## src/hw/ucf_pkg.sv

```systemverilog
package ucf_pkg;
   // register indices (word addresses on the plain port)
   localparam logic [3:0] UCF_ADDR_CTRL3 = 4'h0;   // usart_control_three
   localparam logic [3:0] UCF_ADDR_GUARD_TIME_AND_DIVIDER  = 4'h1;   // guard_time_and_divider
   localparam logic [3:0] UCF_ADDR_STAT  = 4'h2;   // sticky event status, read only
   localparam logic [3:0] UCF_ADDR_CLR   = 4'h3;   // write one to clear status
   localparam logic [3:0] UCF_ADDR_IEN   = 4'h4;   // status interrupt enable
   // control word field positions
   localparam int UCF_B_ERROR_IRQ_ENABLE  = 0;
   localparam int UCF_B_IREN    = 1;
   localparam int UCF_B_IRLP    = 2;
   localparam int UCF_B_SWIRE   = 3;
   localparam int UCF_B_NACK    = 4;
   localparam int UCF_B_SCEN    = 5;
   localparam int UCF_B_RXDMA   = 6;
   localparam int UCF_B_TXDMA   = 7;
   localparam int UCF_B_RTS_FLOW_ENABLE   = 8;
   localparam int UCF_B_CTS_FLOW_ENABLE   = 9;
   localparam int UCF_B_CTSIEN  = 10;
   localparam int UCF_CTRL3_W   = 11;               // bits 31:11 read zero
   localparam int UCF_GUARD_TIME_AND_DIVIDER_W    = 16;               // bits 31:16 read zero
   localparam logic [10:0] UCF_CTRL3_RST = 11'h000;
   localparam logic [15:0] UCF_GUARD_TIME_AND_DIVIDER_RST  = 16'h0000;
   // status bit positions
   localparam int UCF_S_ERR  = 0;
   localparam int UCF_S_CTS  = 1;
   localparam int UCF_S_TC   = 2;
   localparam int UCF_STAT_W = 3;
   // event inputs from the frame engine
   typedef struct packed {
      logic frame_err;
      logic overflow_err;
      logic noise_err;
      logic parity_err;
      logic cts_change;
      logic tx_char_done;
      logic tx_empty;
      logic rx_full;
   } ucf_evt_t;
   // decoded mode outputs
   typedef struct packed {
      logic cts_flow;
      logic rts_flow;
      logic smartcard;
      logic single_wire;
      logic infrared;
      logic ir_low_power;
   } ucf_mode_t;
endpackage

```

## src/hw/ucf_top.sv

```systemverilog
// The strobed register port and the register offsets were chosen for this implementation.
`timescale 1ns/10ps
// Function
// RL1: reserved upper bits of both words read zero
// RL2: cts, rts, cts-change irq enables reset clear
// RL3: tx dma requests only when enabled
// RL4: rx dma requests only when enabled
// RL5: smartcard enable selects smartcard operation
// RL6: parity error sends nack when enabled
// RL7: half duplex shares one line
// RL8: low power selects low-power infrared encoding
// RL9: infrared enable routes data through encoder
// RL10: error interrupt on frame, overflow, noise
// RL11: smartcard delays complete flag by guard time
// RL12: software sets divider one in normal infrared
// RL13: low power divides clock by divider value
// RL14: code one divides one, two divides two
// RL15: smartcard clock divides by twice low five bits
// RL16: software never writes smartcard divider zero
// RL17: all enables and dividers reset to zero
module ucf_top
   import ucf_pkg::*;
(
   input  wire logic        i_clk,
   input  wire logic        i_nrst,
   input  wire logic [3:0]  i_addr,
   input  wire logic [31:0] i_wdata,
   input  wire logic        i_wr,
   input  wire logic        i_rd,
   input  wire ucf_evt_t    i_evt,
   output logic [31:0]      o_rdata,
   output ucf_mode_t        o_mode,
   output logic             o_tx_dma_req,
   output logic             o_rx_dma_req,
   output logic             o_nack_req,
   output logic             o_tx_complete,
   output logic             o_ir_tick,
   output logic             o_card_clk,
   output logic             o_irq
);

   ////////////////////////////////////////////////////////////////////////
   // register storage
   logic [UCF_CTRL3_W-1:0] ctrl_q;       // usart_control_three live bits
   logic [UCF_GUARD_TIME_AND_DIVIDER_W-1:0]  guard_time_and_divider_q;       // guard_time_and_divider live bits
   logic [UCF_STAT_W-1:0]  stat_q;       // sticky events
   logic [UCF_STAT_W-1:0]  ien_q;        // event interrupt enables
   logic [31:0]            rdata_q;      // read data register

   // decodes
   wire wr_ctrl = i_wr && (i_addr == UCF_ADDR_CTRL3);
   wire wr_guard_time_and_divider = i_wr && (i_addr == UCF_ADDR_GUARD_TIME_AND_DIVIDER);
   wire wr_clr  = i_wr && (i_addr == UCF_ADDR_CLR);
   wire wr_ien  = i_wr && (i_addr == UCF_ADDR_IEN);

   // named control fields
   wire       sc_en    = ctrl_q[UCF_B_SCEN];
   wire       ir_en    = ctrl_q[UCF_B_IREN];
   wire       ir_lp    = ctrl_q[UCF_B_IRLP];
   wire [7:0] guard    = guard_time_and_divider_q[15:8];      // card_guard_time
   wire [7:0] divider  = guard_time_and_divider_q[7:0];       // infrared_card_divider
   wire [4:0] card_div = divider[4:0];      // only low five used in smartcard

   ////////////////////////////////////////////////////////////////////////
   // configuration words; reserved bits are simply not stored
   always_ff @(posedge i_clk or negedge i_nrst) begin
      if (!i_nrst) begin
         ctrl_q <= UCF_CTRL3_RST;              // RL17 RL2
         guard_time_and_divider_q <= UCF_GUARD_TIME_AND_DIVIDER_RST;               // RL17
         ien_q  <= '0;
      end else begin
         if (wr_ctrl) begin
            ctrl_q <= i_wdata[UCF_CTRL3_W-1:0]; // RL1
         end
         if (wr_guard_time_and_divider) begin
            guard_time_and_divider_q <= i_wdata[UCF_GUARD_TIME_AND_DIVIDER_W-1:0];  // RL1
         end
         if (wr_ien) begin
            ien_q <= i_wdata[UCF_STAT_W-1:0];
         end
      end
   end

   ////////////////////////////////////////////////////////////////////////
   // read mux; unmapped addresses and write-only clear read zero
   logic [31:0] rd_mux;
   always_comb begin
      rd_mux = 32'h0000_0000;
      unique case (i_addr)
         UCF_ADDR_CTRL3: rd_mux = {21'h000000, ctrl_q};   // RL1
         UCF_ADDR_GUARD_TIME_AND_DIVIDER:  rd_mux = {16'h0000, guard_time_and_divider_q};     // RL1
         UCF_ADDR_STAT:  rd_mux = {29'h0, stat_q};
         UCF_ADDR_IEN:   rd_mux = {29'h0, ien_q};
         default:        rd_mux = 32'h0000_0000;
      endcase
   end

   always_ff @(posedge i_clk or negedge i_nrst) begin
      if (!i_nrst) begin
         rdata_q <= 32'h0000_0000;
      end else begin
         rdata_q <= i_rd ? rd_mux : 32'h0000_0000;   // valid one cycle only
      end
   end
   assign o_rdata = rdata_q;

   ////////////////////////////////////////////////////////////////////////
   // guard time: in smartcard mode the complete flag waits guard bit times,
   // counted here in peripheral clocks since the bit clock lives elsewhere
   logic [7:0] gt_cnt_q;
   logic       gt_run_q;
   logic       tc_q;
   wire        gt_done = gt_run_q && (gt_cnt_q == 8'h00);
   always_ff @(posedge i_clk or negedge i_nrst) begin
      if (!i_nrst) begin
         gt_cnt_q <= 8'h00;
         gt_run_q <= 1'b0;
         tc_q     <= 1'b0;
      end else begin
         tc_q <= 1'b0;
         if (i_evt.tx_char_done) begin
            if (sc_en && guard != 8'h00) begin
               gt_run_q <= 1'b1;                   // RL11
               gt_cnt_q <= guard - 8'h01;
            end else begin
               tc_q <= 1'b1;
            end
         end else if (gt_run_q) begin
            if (gt_done) begin
               gt_run_q <= 1'b0;
               tc_q     <= 1'b1;                   // RL11
            end else begin
               gt_cnt_q <= gt_cnt_q - 8'h01;
            end
         end
      end
   end

   ////////////////////////////////////////////////////////////////////////
   // sticky status; set wins over a simultaneous clear
   wire any_err = i_evt.frame_err | i_evt.overflow_err | i_evt.noise_err;
   wire [UCF_STAT_W-1:0] set_v = {tc_q, i_evt.cts_change, any_err};
   wire [UCF_STAT_W-1:0] clr_v = wr_clr ? i_wdata[UCF_STAT_W-1:0] : '0;
   always_ff @(posedge i_clk or negedge i_nrst) begin
      if (!i_nrst) begin
         stat_q <= '0;
      end else begin
         stat_q <= (stat_q & ~clr_v) | set_v;
      end
   end

   // error and cts-change also honour their own control-word enables
   wire irq_d = (stat_q[UCF_S_ERR] & ien_q[UCF_S_ERR] & ctrl_q[UCF_B_ERROR_IRQ_ENABLE])  // RL10
              | (stat_q[UCF_S_CTS] & ien_q[UCF_S_CTS] & ctrl_q[UCF_B_CTSIEN])  // RL2
              | (stat_q[UCF_S_TC]  & ien_q[UCF_S_TC]);

   ////////////////////////////////////////////////////////////////////////
   // infrared low-power tick: one pulse every divider clocks
   logic [7:0] ir_cnt_q;
   logic       ir_tick_q;
   wire        ir_act = ir_en && ir_lp;                 // RL8 RL9
   wire        ir_wrap = (ir_cnt_q + 8'h01 >= divider); // code 1 -> /1, 2 -> /2
   always_ff @(posedge i_clk or negedge i_nrst) begin
      if (!i_nrst) begin
         ir_cnt_q  <= 8'h00;
         ir_tick_q <= 1'b0;
      end else if (!ir_act || divider == 8'h00) begin
         ir_cnt_q  <= 8'h00;                            // reserved code stops
         ir_tick_q <= 1'b0;
      end else if (ir_wrap) begin
         ir_cnt_q  <= 8'h00;                            // RL13 RL14
         ir_tick_q <= 1'b1;
      end else begin
         ir_cnt_q  <= ir_cnt_q + 8'h01;
         ir_tick_q <= 1'b0;
      end
   end

   ////////////////////////////////////////////////////////////////////////
   // card clock: toggles every card_div clocks, so period is 2*card_div
   logic [4:0] sc_cnt_q;
   logic       card_clk_q;
   always_ff @(posedge i_clk or negedge i_nrst) begin
      if (!i_nrst) begin
         sc_cnt_q   <= 5'h00;
         card_clk_q <= 1'b0;
      end else if (!sc_en || card_div == 5'h00) begin
         sc_cnt_q   <= 5'h00;                           // RL16 reserved holds low
         card_clk_q <= 1'b0;
      end else if (sc_cnt_q + 5'h01 >= card_div) begin
         sc_cnt_q   <= 5'h00;
         card_clk_q <= ~card_clk_q;                     // RL15
      end else begin
         sc_cnt_q   <= sc_cnt_q + 5'h01;
      end
   end

   ////////////////////////////////////////////////////////////////////////
   // registered outputs
   logic      txd_q;
   logic      rxd_q;
   logic      nack_q;
   logic      irq_q;
   ucf_mode_t mode_q;
   always_ff @(posedge i_clk or negedge i_nrst) begin
      if (!i_nrst) begin
         txd_q  <= 1'b0;
         rxd_q  <= 1'b0;
         nack_q <= 1'b0;
         irq_q  <= 1'b0;
         mode_q <= '0;
      end else begin
         txd_q  <= ctrl_q[UCF_B_TXDMA] & i_evt.tx_empty;              // RL3
         rxd_q  <= ctrl_q[UCF_B_RXDMA] & i_evt.rx_full;               // RL4
         nack_q <= sc_en & ctrl_q[UCF_B_NACK] & i_evt.parity_err;     // RL6
         irq_q  <= irq_d;
         mode_q.cts_flow     <= ctrl_q[UCF_B_CTS_FLOW_ENABLE];                  // RL2
         mode_q.rts_flow     <= ctrl_q[UCF_B_RTS_FLOW_ENABLE];                  // RL2
         mode_q.smartcard    <= sc_en;                                // RL5
         mode_q.single_wire  <= ctrl_q[UCF_B_SWIRE];                  // RL7
         mode_q.infrared     <= ir_en;                                // RL9
         mode_q.ir_low_power <= ir_en & ir_lp;                        // RL8
      end
   end
   assign o_tx_dma_req  = txd_q;
   assign o_rx_dma_req  = rxd_q;
   assign o_nack_req    = nack_q;
   assign o_irq         = irq_q;
   assign o_mode        = mode_q;
   assign o_tx_complete = tc_q;
   assign o_ir_tick     = ir_tick_q;
   assign o_card_clk    = card_clk_q;

   ////////////////////////////////////////////////////////////////////////
   // checks
   reserved_zero_a: assert property (@(posedge i_clk) disable iff (!i_nrst) // RL1
      $past(i_rd) |-> (o_rdata[31:16] == 16'h0000))
      else $error("reserved bits not zero");
   tx_dma_gate_a: assert property (@(posedge i_clk) disable iff (!i_nrst) // RL3
      !$past(ctrl_q[UCF_B_TXDMA]) |-> !o_tx_dma_req)
      else $error("tx dma request while disabled");
   rx_dma_gate_a: assert property (@(posedge i_clk) disable iff (!i_nrst) // RL4
      !$past(ctrl_q[UCF_B_RXDMA]) |-> !o_rx_dma_req)
      else $error("rx dma request while disabled");
   nack_gate_a: assert property (@(posedge i_clk) disable iff (!i_nrst) // RL6
      o_nack_req |-> $past(sc_en && ctrl_q[UCF_B_NACK] && i_evt.parity_err))
      else $error("nack without cause");
   err_irq_a: assert property (@(posedge i_clk) disable iff (!i_nrst) // RL10
      (any_err && ctrl_q[UCF_B_ERROR_IRQ_ENABLE] && ien_q[UCF_S_ERR] && !wr_ctrl && !wr_ien)
      |-> ##2 o_irq)
      else $error("error interrupt missing");
   guard_delay_a: assert property (@(posedge i_clk) disable iff (!i_nrst) // RL11
      (i_evt.tx_char_done && sc_en && guard == 8'h03 && !gt_run_q)
      |-> !o_tx_complete [*4] ##1 (o_tx_complete || i_evt.tx_char_done || gt_run_q))
      else $error("guard time not honoured");
   ir_div_one_a: assert property (@(posedge i_clk) disable iff (!i_nrst) // RL14
      (ir_act && divider == 8'h01) [*2] |=> o_ir_tick)
      else $error("divide by one not ticking");
   card_div_a: assert property (@(posedge i_clk) disable iff (!i_nrst) // RL15
      (sc_en && card_div == 5'h01 && !wr_ctrl && !wr_guard_time_and_divider) [*3] |->
      (o_card_clk != $past(o_card_clk)))
      else $error("card clock not divide by two");
   mode_follow_a: assert property (@(posedge i_clk) disable iff (!i_nrst) // RL5
      o_mode.smartcard == $past(sc_en))
      else $error("smartcard mode mismatch");

endmodule

```

## config.mk

```make
export PLATFORM = sky130hd
export DESIGN_NAME = ucf_top
export DESIGN_NICKNAME = d
export VERILOG_FILES = /design/src/hw/ucf_pkg.sv /design/src/hw/ucf_top.sv
export SDC_FILE = /design/constraint.sdc
export NUM_CORES = 1
export LEC_CHECK = 0
export ABC_CLOCK_PERIOD_IN_PS = 2800
export BUFFER_PORTS_ARGS = -buffer_cell sky130_fd_sc_hd__buf_2
export CORE_ASPECT_RATIO = 0.9
export CORE_UTILIZATION = 25
export CTS_BUF_LIST = sky130_fd_sc_hd__clkbuf_8 sky130_fd_sc_hd__clkbuf_16
export CTS_CLUSTER_DIAMETER = 50
export DETAILED_ROUTE_END_ITERATION = 8
export HOLD_SLACK_MARGIN = 0.02
export PLACE_DENSITY_LB_ADDON = 0.12
export SLEW_MARGIN = 20
export SYNTH_ARGS = -nofsm -noshare
export SYNTH_HDL_FRONTEND = slang
export SYNTH_SLANG_ARGS = --single-unit
export TNS_END_PERCENT = 100
```

## constraint.sdc

```tcl
create_clock -name i_clk -period 2.8 [get_ports i_clk]
set_clock_uncertainty 0.2 [all_clocks]
set_input_delay 0.42 -clock i_clk [delete_from_list [all_inputs] [get_ports i_clk]]
set_output_delay 0.42 -clock i_clk [all_outputs]
set_load 0.02 [all_outputs]
```

Word-level counts from Yosys, hierarchy flattened
Cells that the tools add are included.
Storage, ports and cells
  logic and storage cells: 94
  flip-flop bits (word level): 100
  output and inout bits: 45
  input port bits: 48
Cells by class
  bitwise gates (word level): 18
  eq/ne operators: 6
  add/subtract/negate cells: 4
  muxes and demuxes: 23
  $lt $le $gt $ge: 2
  reduce and logical (&&, ||, !) cells: 19
Operators by type and width (number)
  $pmux 16 s4: 1
  $mux 8: 6
  $mux 32: 1
  $logic_not 8->1: 2
  $sub 8x1->8 const B: 2
  $mux 1: 12
  $and 1x1->1: 10
  $mux 5: 2
  $add 8x1->8 const B: 1
  $eq 4x2->1 const B: 2
  $ge 8x8->1: 1
  $reduce_bool 8->1: 1
  $logic_and 1x1->1: 7
  $add 5x1->5 const B: 1
  $ge 5x5->1: 1
  $logic_not 5->1: 1
  $eq 4x1->1 const B: 1
  $eq 4x3->1 const B: 1
  $logic_not 4->1: 1
  $or 1x1->1: 4
  $reduce_bool 2->1: 2
  $and 3x3->3: 1
  $mux 3: 1
  $not 3->3: 1
  other kinds (7): 9

Logic depth before layout (Yosys ltp)
Gate-level depths: netlist of run 1.
  word-level depth: 6
  mapped depth: 9

Worst setup path before layout of run 1
No wires, ideal clock.
  path kind: input -> register
  start: input port i_evt[2] in the netlist's numbering
  end: register gt_cnt_q[6]
  required time: 2.477 ns
  path slack: 0.315 ns
  arrival time: 2.162 ns
  cell stages on the path: 9
  path buffers: 3
  cells stage by stage: buf_6 buf_2 buf_1 mux2i_1 ha_1 o21ai_0 a2111oi_0 o22a_1 o21ai_1
Between the ends
  cells in the longest elaborated chain, start to end: 2
  elaborated cells between the ends (all ways): 5
  those cells by class: eq/ne (2); mux (1); reduce/logical (2)
Ends and longest elaborated chain
  start, declared: RTL line ucf_top.sv:30  | input wire ucf_evt_t i_evt,
  $ne 2x1->1 (no line) (tied with other cells)
  $reduce_and 3->1 (no line)
  end signal, assigned: RTL line ucf_top.sv:124  | gt_cnt_q <= guard - 8'h01;
  end signal, assigned: RTL line ucf_top.sv:133  | gt_cnt_q <= gt_cnt_q - 8'h01;
  end, declared: RTL line ucf_top.sv:110  | logic [7:0] gt_cnt_q;
Several ways; a longest one is shown, not always the timed one.
A chain may end at the register's enable or synchronous reset.

Worst setup path in the final report of run 1
  start: register ir_cnt_q[0]
  end: register ir_cnt_q[0]
Between the ends
  cells in the longest elaborated chain, start to end: 4
Ends and longest elaborated chain
  start, declared: RTL line ucf_top.sv:159  | logic [7:0] ir_cnt_q;
  start signal, assigned: RTL line ucf_top.sv:174  | ir_cnt_q <= ir_cnt_q + 8'h01;
  $add 8x1->8 (*): RTL line ucf_top.sv:162, ucf_top.sv:174
  $ge 8x8->1: RTL line ucf_top.sv:162  | wire ir_wrap = (ir_cnt_q + 8'h01 >= divider);
  $mux 8 (*): RTL line ucf_top.sv:170  | end else if (ir_wrap) begin
  $mux 8 (*): RTL line ucf_top.sv:167  | end else if (!ir_act || divider == 8'h00) begin
Mark *: on every way between the ends. The rest lies on a longest branch, timed or not.

==> results of run 1 <==
-- power by group through the flow --
stage,Combinational [µW],Sequential (µW),Clock [µW]
final,848,1670,1120
after detailed placement,856,1690,0
after global routing,964,1710,1210
after floorplan,592,1670,0
after global placement,847,1690,0
after CTS,862,1670,1160
-- logic make-up after synthesis --
logic type                 count (synthesis)
and+or+nand+nor                          103
muxes                                     38
other                                      1
buffers and inverters                     38
AOI/OAI and AO/OA                         54
xor gates and xnor gates                  11
DFF                                       84
adders and majority gates                 17
-- Yosys cell counts, types with 6 or more instances --
cell / count
mux2_2: 11
and3_1: 8
nor2_1: 27
inv_1: 12
mux2_1: 12
nand2_1: 20
mux2i_1: 6
dfrtp_1: 84
a22oi_1: 9
buf_4: 17
mux2_4: 9
ha_1: 16
o21ai_0: 6
nand3_1: 7
and2_1: 6
xnor2_1: 6
-- worst max path at each step --
stage,from,end,cells after the start,slack [ps]
after floorplan,i_evt[2],gt_cnt_q[6],9,320
after global placement,ir_cnt_q[0],ir_cnt_q[0],10,350
after detailed placement,ir_cnt_q[0],ir_cnt_q[0],10,340
after CTS,ir_cnt_q[0],ir_cnt_q[0],10,330
after global routing,ir_cnt_q[0],o_ir_tick,10,200
final,ir_cnt_q[0],ir_cnt_q[0],10,360
-- metal layers --
metal | global-route usage, % | routed length, µm | up-vias
met5 | 0 | 0 | -
met4 | 3.30 | 119 | 0
met3 | 4.44 | 451 | 9
met2 | 19.7 | 4470 | 71
met1 | 16.1 | 4610 | 1365
li1 | - | - | 1344
-- stage by stage --
stage	util, %	cells	hold slack, ps	worst slack (ps)
2_1_floorplan	-	361	-75.6	315
3_3_place_gp	28.7	608	188	352
3_5_place_dp	28.7	608	191	344
4_1_cts	30.5	624	43.2	330
5_1_grt	30.5	624	44.6	201
6_report	30.5	624	60.0	356
-- area by class of cell --
cell class	instances	area, µm²
clock buffers	11	253
clock inverters	4	25.0
fillers	1686	11200
inverters	12	45.0
multi-input cells	239	1840
flip-flops and latches	84	2100
well taps	207	259
repair buffers	67	370
-- layout by cell type, fill, tap and decap left out, types with 3 or more instances in the layout --
cell type and instances:
o21ai_0 6, mux2i_1 6, a22oi_1 9, nand3_1 7, nor2_1 27, nor3_1 5, xor2_1 5, mux2_4 9
a222oi_1 3, dfrtp_1 84, conb_1 16, nand2b_1 3, clkbuf_16 9, a22o_1 3, and3_1 8, mux2_2 11
and2_1 6, a21o_1 5, o21ai_1 5, nor2b_1 5, nand2_1 20, xnor2_1 6, mux2_1 12, a21oi_1 4
buf_4 6, inv_1 12, ha_1 16, buf_2 59
-- state kept, by name, summed over array words and instances, names as in the netlist, 3 cells and up --
register / cells
guard_time_and_divider_q: 16
sc_cnt_q: 5
o_rdata: 16
stat_q: 3
ctrl_q: 11
o_mode: 6
ir_cnt_q: 8
ien_q: 3
gt_cnt_q: 8
-- what timing repair did --
action / in CTS / in global routing
hold buffers: 1 / 0
hold endpoints to repair: 40 / 0
resized for setup: 0 / 0
endpoints found under the setup margin: 0 / 0
==> flow_summary_export.csv, run 1 <==
group,metric,value,unit
pwr,power_density,742,nW/µm²
setup_path,rr_endpoint,"ir_cnt_q[0]",
global_route,grt_max_degree,45,
place,gp_congestion,0.759,
synthesis,synthTopCellsByArea,"dfrtp_1 51%, ha_1 4.9%, mux2_4 3.3%, mux2_1 3.3%, buf_4 3.1%",
pwr,swShare,32.3,%
cts,post_cts_buffers,0,
timing,finalSetupViolCount,0,
final_layout,drive_above_1_share,28.3,%
cts,cts_buffer_depth,2,
global_route,grtUsageTotal,12.5,%
synthesis,async_flop_share,100,%
final_layout,final_nets,477,
timing,tightest_slew,655,ps
synthesis,ys_ff_latch,84,
synthesis,synth_adder_area_share,5.11,%
global_route,antenna_found_initial,0,
synthesis,synth_area,4110,µm²
place,port-buffer-count,60,
pwr,power.total,3640,µW
synthesis,synthCells,346,
synthesis,synth_top_family_by_area,"simple AND/OR/NAND/NOR gates",
setup_path,cp_max_fo,9,
timing,hold_violations,0,
setup_path,cpMaxStageDelayCell,"dfrtp_1",
global_route,grt_first_pass_wirelength,15400,µm
synthesis,synth_compound_area_share,10.7,%
pwr,pwr-share-comb,23.3,%
place,dpl.hpwl,7150,µm
min_path,hold_end,"stat_q[1]",
setup_path,critPathRequiredTime,2860,ps
cts,numClockSinks,84,
job,drv_cap,0,
setup_path,cp-start-kind,"register",
global_route,first_global_vias,2798,
pwr,power_frac_seq,46.0,%
drt,vias,2789,
setup_path,crit_buf_inv,1,
pwr,p_switching,1170,µW
min_path,whs_path_depth,2,
floorplan,fp-row-count,44,
drt,ant_nets,0,
floorplan,start_util,25.6,%
final_layout,stdcell_area,4900,µm²
timing,max_freq,409,MHz
floorplan,dieHeight,124,µm
synthesis,synth.avg_cell_area,11.9,µm²
timing,period_share,87.3,%
synthesis,synth_warnings,0,
setup_path,endpoint_kind,"register",
setup_path,cpLargestDelayFamily,"adder cells",
drt,route.detailed.drc,0,
timing,slew_headroom,56.2,%
drt,drt_wl_total,9640,µm
setup_path,worst_path_most_repeated_cell,"ha_1",
cts,cts_buffers,9,
floorplan,die_w,137,µm
synthesis,ys_types,67,
final_layout,area_growth,19.2,%
setup_path,path_class,"register to register",
setup_path,slowest_delay,420,ps
synthesis,synthSimpleGateAreaFrac,14.1,%
synthesis,synth.largest_area_cell,"dfrtp_1",
pwr,clock_power_share,30.7,%
drt,firstDrtPassIters,4,
timing,rsz0062_at_grt,"false",
timing,finalSetupTns,0,ps
synthesis,ys_seq_area_share,51.1,%
timing,min_period,2440,ps
cts,cts_tree,"built",
drt,routedWlPerCell,15.5,µm
cts,clkTransAtPathRegs,60,ps
place,place_area,4610,µm²
floorplan,coreArea,16100,µm²
outcome,outcome,"finished, final reports clean",
floorplan,design.die.area,17000,µm²
global_route,grt_remaining_overflow,0,
drt,viasPerCell,4.47,
cts,cts_root_buf,"clkbuf_16",
synthesis,synth_top_area_share,51.1,%
synthesis,synthXorXnorAreaFrac,2.34,%
pwr,peakVddDrop,0.000309,V
cts,cts.htree.levels,3,
final_layout,diodes,0,
min_path,holdCritStartpoint,"i_evt[3]",
pwr,internal_power,2460,µW
min_path,hold_path_class,"input port to register",
setup_path,r2r_start,"ir_cnt_q[0]",
setup_path,cp.arrival,2500,ps
floorplan,io_pins,93,
pwr,p_leak,0.00236,µW
setup_path,worstRegToRegCells,10,
cts,worstSkewPairLatency,340,ps
synthesis,muxShareOfSynthArea,11.1,%
timing,drv_slew,0,
setup_path,cp_cell_sequence,"ha_1, nand3_1, nor2_1, xor2_1, ha_1, a21o_1, a21oi_1, o31ai_2, buf_4, nor3b_1",
synthesis,synth-main-ff-cell,"dfrtp_1",
setup_path,rrSetupSlack,360,ps
synthesis,synth-edff-count,0,
drt,drtIter0Drc,94,
(Power assumes the default switching activity.)
==> inputs of run 2 (changes only) <==
ABC_CLOCK_PERIOD_IN_PS = 2500   (was 2800)
CORE_ASPECT_RATIO = 1.4   (was 0.9)
clock period = 2.5 ns   (was 2.8 ns; I/O delays follow)
==> run 2 against run 1 <==
Compared with the run above: combinational power up 23%; total power up 22%; routed wire length up 5.4%; die area about the same; fmax up 1.8%; clock power up 38%; critical path type unchanged; count of clock-buffer cells in the layout down 1.
==> flow_summary_export.csv, run 2 (synthesis gave the netlist of run 1 again) <==
group,metric,value,unit
timing,period_share,96.0,%
setup_path,worst_path_most_repeated_cell,"ha_1",
floorplan,start_util,25.5,%
drt,routedWlPerCell,16.1,µm
outcome,outcome,"finished, final reports clean",
place,place_area,4700,µm²
cts,clkTransAtPathRegs,60,ps
setup_path,rr_endpoint,"o_ir_tick",
pwr,peakVddDrop,0.000304,V
floorplan,io_pins,93,
setup_path,worstRegToRegCells,9,
drt,vias,2881,
cts,cts_root_buf,"clkbuf_16",
final_layout,fin_util,31.7,%
cts,numClockSinks,84,
setup_path,slowest_delay,380,ps
global_route,antenna_found_initial,0,
min_path,hold_end,"o_tx_dma_req",
drt,firstDrtPassIters,7,
drt,route.detailed.drc,0,
final_layout,fillerInstances,1704,
floorplan,coreArea,16100,µm²
setup_path,endpoint_kind,"register",
setup_path,cp_cell_sequence,"ha_1, nand3_1, nor2_1, xor2_1, ha_1, a21o_1, a21oi_2, o31ai_4, and2_1",
final_layout,drive_above_1_share,30.9,%
drt,drt_wl_total,10200,µm
floorplan,design.die.area,17000,µm²
job,drv_cap,0,
cts,cts_tree,"built",
floorplan,fp-row-count,55,
place,port-buffer-count,60,
cts,cts_buffer_depth,2,
min_path,holdCritStartpoint,"i_evt[1]",
pwr,power_density,870,nW/µm²
timing,rsz0062_at_grt,"true",
global_route,grt_first_pass_wirelength,16400,µm
cts,cts_buffers,9,
setup_path,cpMaxStageDelayCell,"dfrtp_1",
timing,worst_slack,99.5,ps
final_layout,layout_commonest_cell,"dfrtp_1",
global_route,grtUsageTotal,13.1,%
timing,slew_headroom,56.2,%
timing,max_freq,417,MHz
timing,finalSetupViolCount,0,
floorplan,die_w,110,µm
min_path,whs_path_depth,2,
timing,hold_violations,0,
place,dpl.hpwl,7570,µm
cts,worstSkewPairLatency,330,ps
global_route,grt_remaining_overflow,0,
drt,viasPerCell,4.57,
setup_path,cpLargestDelayFamily,"compound AO/OA/AOI/OAI gates",
timing,holdWs,45.8,ps
place,gp_congestion,0.747,
final_layout,area_growth,24.4,%
final_layout,multiInputGateArea,1870,µm²
setup_path,cp_max_fo,9,
min_path,hold_path_class,"input port to register",
drt,ant_nets,0,
timing,drv_slew,0,
setup_path,rrSetupSlack,100,ps
final_layout,stdcell_area,5110,µm²
setup_path,crit_buf_inv,0,
drt,drtIter0Drc,63,
global_route,grt_max_degree,39,
final_layout,final_nets,490,
cts,cts.htree.levels,3,
timing,min_period,2400,ps
setup_path,cp-start-kind,"register",
final_layout,final_cell_mix,"84 x dfrtp_1, 59 x buf_2, 27 x nor2_1",
final_layout,final-seq-area,2100,µm²
global_route,first_global_vias,3028,
setup_path,r2r_start,"ir_cnt_q[0]",
floorplan,dieHeight,154,µm
setup_path,critPathRequiredTime,2530,ps
place,post-place-ws,-44.3,ps
final_layout,diodes,0,
pwr,p_leak,0.00248,µW
timing,tightest_slew,656,ps
setup_path,cp.arrival,2430,ps
setup_path,path_class,"register to register",
==> run 2: cell types whose count changed in the layout (fill, tap and decap cells not counted), moves of 2 or more <==
cell and change:
buf_12 +2, buf_4 +9, bufinv_16 +3, dlygate4sd3_1 +2
==> run 2: final cells by class <==
| class | count | share of cell area, % |
|---|---|---|
| sequential | 84 | 41.1 |
| timing repair buffer | 80 | 9.74 |
| clock inverter | 6 | 2.18 |
| inverter | 12 | 0.881 |
| clock buffer | 10 | 4.67 |
| tap | 199 | 4.87 |
| multi-input combinational | 239 | 36.5 |
==> run 2: layer usage <==
layer  up-vias  global-route usage (%)  share of wire [%]
li1       1367                       -                  -
met1      1445                    14.9                 40
met4         0                    5.58                2.3
met2        54                    23.0                 54
met3        15                    2.67                3.2
met5         -                       0                  0
==> run 2: stage by stage <==
step,power [µW],std cells,setup TNS (ps)
after floorplan,2530,361,0
final,4450,630,0
after detailed placement,2920,610,-209
after CTS,4520,628,0
after global placement,2910,610,-271
after global routing,4740,630,-139
==> run 2: where the power goes <==
group | switching (µW) | internal [µW] | total (µW)
registers | 247 | 1610 | 1850
clock network | 548 | 1000 | 1550
logic | 556 | 487 | 1040
==> run 2: timing repair <==
| item | 4_1_cts | 5_1_grt |
|---|---|---|
| gates cloned | 0 | 0 |
| resized for setup | 1 | 3 |
| endpoints found under the setup margin | 9 | 9 |
| pin swaps | 0 | 2 |
| buffers inserted | 0 | 1 |
| hold buffers | 2 | 1 |
| hold endpoints to repair | 37 | 1 |
==> run 2: how the worst max path moves through the flow <==
stage	from	to	cells past startpoint
floorplan	i_evt[2]	gt_cnt_q[6]	9
global placement	ir_cnt_q[0]	o_ir_tick	8
detailed placement	ir_cnt_q[0]	o_ir_tick	8
CTS	ir_cnt_q[0]	ir_cnt_q[0]	9
global route	ir_cnt_q[0]	o_ir_tick	9
finish	ir_cnt_q[0]	o_ir_tick	9
==> run 2: worst reg2reg max path, stage by stage, from the launching register on <==
cell and delay (ps):
dfrtp_1 380, ha_1 200, nand3_1 120, nor2_1 150, xor2_1 230, ha_1 290, a21o_1 200, a21oi_2 190
o31ai_4 150, and2_1 180
